$ cat src/inc/dcrl_defs.svh
// Constants of the dual CAN repeater logic
`ifndef DCRL_DEFS_SVH
`define DCRL_DEFS_SVH

`define DCRL_CLK_PERIOD_NS 10
`define DCRL_TDOM_US 1000
`define DCRL_TDOM_CYC ((`DCRL_TDOM_US * 1000) / `DCRL_CLK_PERIOD_NS)
`define DCRL_FBS_NS 200
`define DCRL_FBS_CYC ((`DCRL_FBS_NS + `DCRL_CLK_PERIOD_NS - 1) / `DCRL_CLK_PERIOD_NS)
// Edges from a bus drive change until its sensed level settles in the pin filter
`define DCRL_SENSE_LAT 4
`define DCRL_DOM 1'b0
`define DCRL_REC 1'b1

`endif

$ cat src/inc/dcrl_pkg.sv
// Types of the dual CAN repeater logic
package dcrl_pkg;
	typedef struct packed {
		logic node_tx;
		logic exp_tx;
		logic bus1_rx;
		logic bus2_rx;
	} dcrl_lines_t;

	typedef enum logic [1:0] {
		DCRL_INIT = 2'b01,
		DCRL_RUN = 2'b10
	} dcrl_state_t;
endpackage : dcrl_pkg

$ cat src/dcrl_repeater.sv
// Logic unit of a dual CAN repeater transceiver
`timescale 1ns/100ps
`include "dcrl_defs.svh"
module dcrl_repeater #(
	parameter int TDOM_CYC = `DCRL_TDOM_CYC,
	parameter int FBS_CYC = `DCRL_FBS_CYC
) (
	input wire logic clk_in,
	input wire logic sys_rst_in,
	input wire logic node_transmit_in,
	input wire logic exp_transmit_in,
	input wire logic bus1_disable_in,
	input wire logic bus2_disable_in,
	input wire logic bus1_sense_in,
	input wire logic bus2_sense_in,
	output logic node_receive_out,
	output logic exp_receive_out,
	output logic bus1_drive_out,
	output logic bus2_drive_out
);
	localparam int TW = $clog2(TDOM_CYC + 2);
	localparam int FW = $clog2(FBS_CYC + `DCRL_SENSE_LAT + 2);

	// Pin synchronisers, all preset recessive
	logic [2:0] s_ntx_q, s_etx_q, s_d1_q, s_d2_q, s_r1_q, s_r2_q;
	dcrl_pkg::dcrl_lines_t pin_q;
	logic dis1_q, dis2_q;
	dcrl_pkg::dcrl_state_t st_q;
	logic [TW-1:0] tmr_q [4];
	logic [3:0] tmo_q;
	logic [FW-1:0] fb1_q, fb2_q;

	function automatic logic agree(input logic [2:0] s, input logic prev);
		agree = (s[1] == s[2]) ? s[2] : prev;
	endfunction : agree

	always_ff @(posedge clk_in) begin
		if (sys_rst_in) begin
			s_ntx_q <= 3'h7;
			s_etx_q <= 3'h7;
			s_d1_q <= 3'h7;
			s_d2_q <= 3'h7;
			s_r1_q <= 3'h7;
			s_r2_q <= 3'h7;
			pin_q <= 4'hF;
			dis1_q <= 1'b1;
			dis2_q <= 1'b1;
		end else begin
			s_ntx_q <= {s_ntx_q[1:0], node_transmit_in};
			s_etx_q <= {s_etx_q[1:0], exp_transmit_in};
			s_d1_q <= {s_d1_q[1:0], bus1_disable_in};
			s_d2_q <= {s_d2_q[1:0], bus2_disable_in};
			s_r1_q <= {s_r1_q[1:0], bus1_sense_in};
			s_r2_q <= {s_r2_q[1:0], bus2_sense_in};
			pin_q.node_tx <= agree(s_ntx_q, pin_q.node_tx);
			pin_q.exp_tx <= agree(s_etx_q, pin_q.exp_tx);
			pin_q.bus1_rx <= agree(s_r1_q, pin_q.bus1_rx);
			pin_q.bus2_rx <= agree(s_r2_q, pin_q.bus2_rx);
			dis1_q <= agree(s_d1_q, dis1_q);
			dis2_q <= agree(s_d2_q, dis2_q);
		end
	end

	// Receiver gating by disable and by feedback suppression
	wire rx1_gated = dis1_q | (fb1_q != '0) | pin_q.bus1_rx;
	wire rx2_gated = dis2_q | (fb2_q != '0) | pin_q.bus2_rx;
	wire [3:0] tmr_in = {rx2_gated, rx1_gated, pin_q.exp_tx, pin_q.node_tx};

	// Dominant time-out timers: tmo_q bit low is dominant after timer
	genvar g;
	for (g = 0; g < 4; g++) begin : g_tmr
		always_ff @(posedge clk_in) begin
			if (sys_rst_in) begin
				tmr_q[g] <= '0;
				tmo_q[g] <= `DCRL_REC;
			end else if (tmr_in[g] == `DCRL_DOM) begin
				if (tmr_q[g] <= TW'(TDOM_CYC))
					tmr_q[g] <= tmr_q[g] + TW'(1);
				tmo_q[g] <= (tmr_q[g] >= TW'(TDOM_CYC)) ? `DCRL_REC : `DCRL_DOM;
			end else begin
				tmr_q[g] <= '0;
				tmo_q[g] <= `DCRL_REC;
			end
		end
	end

	wire run = (st_q == dcrl_pkg::DCRL_RUN);
	wire t_ntx = tmo_q[0];
	wire t_etx = tmo_q[1];
	wire t_rx1 = tmo_q[2];
	wire t_rx2 = tmo_q[3];
	wire any_rx_dom = ~t_rx1 | ~t_rx2;
	wire tx_dom = ~t_ntx | ~t_etx;
	// Each bus repeats only the other bus, so its own dominant cannot latch itself
	wire drv1_d = run & ~dis1_q & (tx_dom | ~t_rx2);
	wire drv2_d = run & ~dis2_q & (tx_dom | ~t_rx1);
	wire nrx_d = ~run | ~(any_rx_dom | tx_dom);
	wire erx_d = ~run | ~(any_rx_dom | ~t_ntx);

	always_ff @(posedge clk_in) begin
		if (sys_rst_in) begin
			st_q <= dcrl_pkg::DCRL_INIT;
		end else begin
			case (st_q)
				dcrl_pkg::DCRL_INIT: st_q <= dcrl_pkg::DCRL_RUN;
				dcrl_pkg::DCRL_RUN: st_q <= dcrl_pkg::DCRL_RUN;
				default: st_q <= dcrl_pkg::DCRL_INIT;
			endcase
		end
	end

	// Feedback suppression: held while driving, then counts down
	// The hold spans the sense pipeline too, so the line's own echo never reaches the timers
	always_ff @(posedge clk_in) begin
		if (sys_rst_in) begin
			fb1_q <= '0;
			fb2_q <= '0;
		end else begin
			if (bus1_drive_out)
				fb1_q <= FW'(FBS_CYC + `DCRL_SENSE_LAT);
			else if (fb1_q != '0)
				fb1_q <= fb1_q - FW'(1);
			if (bus2_drive_out)
				fb2_q <= FW'(FBS_CYC + `DCRL_SENSE_LAT);
			else if (fb2_q != '0)
				fb2_q <= fb2_q - FW'(1);
		end
	end

	// Outputs: drive high means active driver (dominant on the line)
	always_ff @(posedge clk_in) begin
		if (sys_rst_in) begin
			bus1_drive_out <= 1'b0;
			bus2_drive_out <= 1'b0;
			node_receive_out <= `DCRL_REC;
			exp_receive_out <= `DCRL_REC;
		end else begin
			bus1_drive_out <= drv1_d;
			bus2_drive_out <= drv2_d;
			node_receive_out <= nrx_d;
			exp_receive_out <= erx_d;
		end
	end

	property p_dis1_passive;
		@(posedge clk_in) disable iff (sys_rst_in) dis1_q |=> !bus1_drive_out;
	endproperty
	a_dis1_passive: assert property (p_dis1_passive) else $error("bus1 driven while disabled");

	property p_dis2_passive;
		@(posedge clk_in) disable iff (sys_rst_in) dis2_q |=> !bus2_drive_out;
	endproperty
	a_dis2_passive: assert property (p_dis2_passive) else $error("bus2 driven while disabled");

	property p_ntx_both;
		@(posedge clk_in) disable iff (sys_rst_in) (run && !t_ntx) |=> (!node_receive_out && !exp_receive_out);
	endproperty
	a_ntx_both: assert property (p_ntx_both) else $error("node tx not reflected on both receive outputs");

	property p_etx_local;
		@(posedge clk_in) disable iff (sys_rst_in) (run && !t_etx && t_ntx && !any_rx_dom) |=> (!node_receive_out && exp_receive_out);
	endproperty
	a_etx_local: assert property (p_etx_local) else $error("expansion tx routed wrongly");

	property p_tx_drive;
		@(posedge clk_in) disable iff (sys_rst_in) (run && tx_dom && !dis1_q) |=> bus1_drive_out;
	endproperty
	a_tx_drive: assert property (p_tx_drive) else $error("enabled bus1 not driven on tx dominant");

	property p_rx_spread;
		@(posedge clk_in) disable iff (sys_rst_in) (run && any_rx_dom) |=> (!node_receive_out && !exp_receive_out);
	endproperty
	a_rx_spread: assert property (p_rx_spread) else $error("received dominant not spread");

	property p_timeout;
		@(posedge clk_in) disable iff (sys_rst_in) (tmr_q[0] > TW'(TDOM_CYC)) |-> t_ntx;
	endproperty
	a_timeout: assert property (p_timeout) else $error("node tx timer did not time out");

	property p_mask;
		@(posedge clk_in) disable iff (sys_rst_in) bus1_drive_out |=> rx1_gated;
	endproperty
	a_mask: assert property (p_mask) else $error("bus1 reception not masked while driving");

	property p_reset_out;
		@(posedge clk_in) sys_rst_in |=> (!bus1_drive_out && !bus2_drive_out && node_receive_out);
	endproperty
	a_reset_out: assert property (p_reset_out) else $error("outputs not idle after reset");

	// Repeat and disable checks for both buses, bus2 tx drive and mask checks, idle before run
	property p_rx1_repeat;
		@(posedge clk_in) disable iff (sys_rst_in) (run && !t_rx1 && !dis2_q) |=> bus2_drive_out;
	endproperty
	a_rx1_repeat: assert property (p_rx1_repeat) else $error("bus1 dominant not repeated on bus2");

	property p_rx2_repeat;
		@(posedge clk_in) disable iff (sys_rst_in) (run && !t_rx2 && !dis1_q) |=> bus1_drive_out;
	endproperty
	a_rx2_repeat: assert property (p_rx2_repeat) else $error("bus2 dominant not repeated on bus1");

	property p_tx_drive2;
		@(posedge clk_in) disable iff (sys_rst_in) (run && tx_dom && !dis2_q) |=> bus2_drive_out;
	endproperty
	a_tx_drive2: assert property (p_tx_drive2) else $error("enabled bus2 not driven on tx dominant");

	property p_dis1_rx;
		@(posedge clk_in) disable iff (sys_rst_in) dis1_q |=> t_rx1;
	endproperty
	a_dis1_rx: assert property (p_dis1_rx) else $error("bus1 reception seen while disabled");

	property p_dis2_rx;
		@(posedge clk_in) disable iff (sys_rst_in) dis2_q |=> t_rx2;
	endproperty
	a_dis2_rx: assert property (p_dis2_rx) else $error("bus2 reception seen while disabled");

	property p_mask2;
		@(posedge clk_in) disable iff (sys_rst_in) bus2_drive_out |=> rx2_gated;
	endproperty
	a_mask2: assert property (p_mask2) else $error("bus2 reception not masked while driving");

	property p_init_idle;
		@(posedge clk_in) disable iff (sys_rst_in) !run |=> (!bus1_drive_out && !bus2_drive_out);
	endproperty
	a_init_idle: assert property (p_init_idle) else $error("bus driven before initialisation");
endmodule : dcrl_repeater

$ cat config.mk
export PLATFORM = sky130hd
export DESIGN_NAME = dcrl_repeater
export DESIGN_NICKNAME = d
export VERILOG_FILES = /design/src/inc/dcrl_pkg.sv /design/src/dcrl_repeater.sv
export VERILOG_INCLUDE_DIRS = /design/src /design/src/inc
export SDC_FILE = /design/constraint.sdc
export NUM_CORES = 1
export LEC_CHECK = 0
export BUFFER_PORTS_ARGS = -buffer_cell sky130_fd_sc_hd__buf_4
export CAP_MARGIN = 30
export CORE_MARGIN = 2
export CORE_UTILIZATION = 45
export DETAILED_ROUTE_END_ITERATION = 16
export PLACE_DENSITY_LB_ADDON = 0.15
export RECOVER_POWER = 25
export SKIP_CTS_REPAIR_TIMING = 1
export SLEW_MARGIN = 5
export SYNTH_ARGS = -nofsm -noshare
export SYNTH_HDL_FRONTEND = slang
export SYNTH_SLANG_ARGS = --single-unit
$ cat constraint.sdc
create_clock -name clk_in -period 2.7 [get_ports clk_in]
set_input_delay 0.27 -clock clk_in [delete_from_list [all_inputs] [get_ports clk_in]]
set_output_delay 0.27 -clock clk_in [all_outputs]
set_load 0.02 [all_outputs]
==> summary.md <==
| Metric | Value |
|---|---|
| Commonest non-fill, non-tap cell in the layout | `nor2_1` |
| Worst Hold End | `s_r1_q[0]` |
| Final slew viol count | `0` |
| First-pass GRT wire length | `15200 um` |
| H-tree Lvls | `3` |
| Clock sinks | `112` |
| Fin crit share | `92.5%` |
| R2R depth | `7` |
| Power per cell area | `629 mW/mm^2` |
| Pin count of the biggest net entering global routing | `42` |
| Hold depth | `2` |
| DR pass1 iterations | `4` |
| Inst Count DP | `659` |
| 1st-iter DRT viols | `169` |
| Synth Net Count | `527` |
| Setup crit start kind | `flop` |
| Setup Skew | `6.36 ps` |
| Critical R2R Launch | `fb2_q[0]` |
| Ranking of synthesized cells by area | `edfxtp_1 (39%), dfxtp_1 (17%), nor2_1 (7.1%)` |
| Final ANT Viol Nets | `0` |
| Setup violators final | `0` |
| Max VDD drop | `0.507 mV` |
| Reg2Reg Capture Point | `tmr_q[3][8]` |
| DRC viols | `0` |
| Relative slew margins | `9.54%` |
| Hold Path Class | `in2reg` |
| Layout area overhead | `11.0%` |
| Most frequent cells in the layout | `nor2_1 (98), edfxtp_1 (68), dfxtp_1 (44)` |
| Final worst path period need | `2500 ps` |
| Peak fanout along the critical path | `17` |
| Final hold vios | `0` |
| Worst R2R Setup Slack | `200 ps` |
| Die width | `112 um` |
| Leak | `2.03 nW` |
| GPL Wtd Cong | `0.783` |
| Share of layout cells above drive strength 1 | `10.3%` |
| Async set-or-reset flop fraction in the synthesized netlist | `0%` |
| Via density | `5.12` |
| Unique masters post-synth | `43` |
| Fin Setup TNS | `0 ps` |
| Number of synthesized flops with an enable pin | `68` |
| Most used flip-flop cell after synthesis | `edfxtp_1` |
| Via Count | `3457` |
| Diode count | `0` |
| Routed wire length | `8620 um` |
| Synth Warn # | `0` |
| IO buf count | `11` |
| Outcome | `finished clean` |
| Syn Area/Cell | `10.3 um^2` |
| Worst path required time | `2900 ps` |
| CTS buffer count | `9` |
| Overall die area | `0.0125 mm^2` |
| Crit Path Class | `reg2reg` |
| Die Span Y | `112 um` |
| TritonCTS clock tree | `done` |
| Placed inst area | `0.00548 mm^2` |
| Worst slew pin tran | `1360 ps` |
| Core Footprint | `0.0114 mm^2` |
| GRT Util Overall | `15.0%` |
| Finished Layout Cells | `675` |
| # IOs | `12` |
| Hold Path Origin | `bus1_sense_in` |
| Clk buf depth | `2` |
| Seq cells post-synth | `112` |
| Post-synthesis sequential area ratio | `56.0%` |
| Cell accounting for the most synthesized area | `edfxtp_1` |
| Final instance area | `0.00579 mm^2` |
| DP HPWL | `5860 um` |
| WL per Instance | `12.8 um` |
| Initial Util | `45.9%` |
| CP Capture Type | `flop` |
| Core Rows | `39` |
| Synthesized area | `0.00522 mm^2` |
| Number of global-route vias before repair | `3371` |
| RSZ-0062 raised after global routing | `no` |
| Maxcap violations | `0` |
| Fmax | `401 MHz` |
| Clock latency on the worst-skew pair | `350 ps` |
| Gr ovfl total | `0` |
| CP arrival | `2700 ps` |
| Cells after synthesis | `508` |
| CTS root buffer | `clkbuf_16` |
| Share of the synthesized area in the top cell type | `39.1%` |
| Initial antenna violation count | `0` |
| Filler cell count | `1034` |
| Worst-path clk slew | `70 ps` |
| Final nets | `546` |
| Total Power | `0.00364 W` |
==> flip-flops by register name, indices dropped and copies added, names as in the netlist, 2 cells and up <==
register and count:
tmr_q 68, fb1_q 5, fb2_q 5, pin_q 4, s_d1_q 3, s_d2_q 3
s_etx_q 3, s_ntx_q 3, s_r1_q 3, s_r2_q 3, st_q 2
==> routing by layer <==
layer  wire [um]  part of all wire (%)  vias up  global-route usage, %
met5           0                     0        -                      0
met4         131                   1.5        0                   6.42
met3         291                   3.4       10                   4.08
met2        3880                    45       45                   23.5
met1        4320                    50     1598                   19.8
li1            -                     -     1804                      -
==> cells in the mapped netlist, types with 2 or more instances <==
library cell,number
nand4_1,13
a311oi_1,2
and4_1,2
or3_1,3
nor2_1,98
clkbuf_1,7
nor2b_1,2
xnor2_1,27
nand3_1,24
xor2_1,34
a31oi_1,2
inv_1,25
o21a_1,3
o21ai_0,7
and3_1,11
nand2_1,36
o211ai_1,2
o21bai_1,6
or2_2,22
a31o_2,2
or4_1,3
edfxtp_1,68
nor3_1,11
a211oi_1,3
a2111oi_0,2
nor4_1,9
dfxtp_1,44
nor4b_1,2
or4b_2,2
a21oi_1,13
ha_1,11
==> where the power goes <==
group          switching [W]  internal, W
combinational       0.000146     0.000157
sequential         0.0000376      0.00186
clock               0.000603     0.000838
total               0.000787      0.00286
==> through the flow <==
stage / worst slack [ps] / utilization, % / hold slack [ps]
2_1_floorplan: 219 / - / 374
3_3_place_gp: 314 / 48.1 / 394
3_5_place_dp: 213 / 48.2 / 394
4_1_cts: 181 / 51.1 / 78.8
5_1_grt: 13.4 / 50.9 / 83.4
6_report: 203 / 50.9 / 97.4
==> kinds of logic (layout without fill, tap and decap cells) <==
family	count (synthesis)	after routing	share of synthesized area [%]
buffers and inverters	35	59	2.90
xor gates and xnor gates	61	61	10.2
DFF	112	112	56.0
and+or+nand+nor	244	244	22.6
AOI/OAI and AO/OA	45	45	5.61
adders and majority gates	11	11	2.64
==> layout make-up <==
| type | instances | area [um^2] | area share, % |
|---|---|---|---|
| clock inverter | 4 | 52.6 | 0.908 |
| clock buffer | 12 | 279 | 4.82 |
| timing repair buffer | 18 | 120 | 2.07 |
| multi-input combinational | 361 | 2140 | 37.0 |
| sequential | 112 | 2920 | 50.5 |
| tap | 143 | 179 | 3.09 |
| inverter | 25 | 93.8 | 1.62 |
==> how the worst max path moves through the flow <==
stage	start	end	cells after the start
2_1_floorplan	fb2_q[0]	tmr_q[3][0]	7
3_3_place_gp	fb2_q[0]	tmr_q[3][6]	7
3_5_place_dp	fb2_q[0]	tmr_q[3][8]	7
4_1_cts	fb2_q[0]	tmr_q[3][1]	7
5_1_grt	fb2_q[0]	tmr_q[3][1]	7
6_report	fb2_q[0]	tmr_q[3][8]	7
==> critical path, cell delays in order (launching register included) <==
cell and delay [ps]:
dfxtp_1 310, inv_1 80, ha_1 190, or3b_1 390
or2_1 250, or4_1 440, a211o_1 510, nor2_1 190
(Power assumes the default switching activity.)
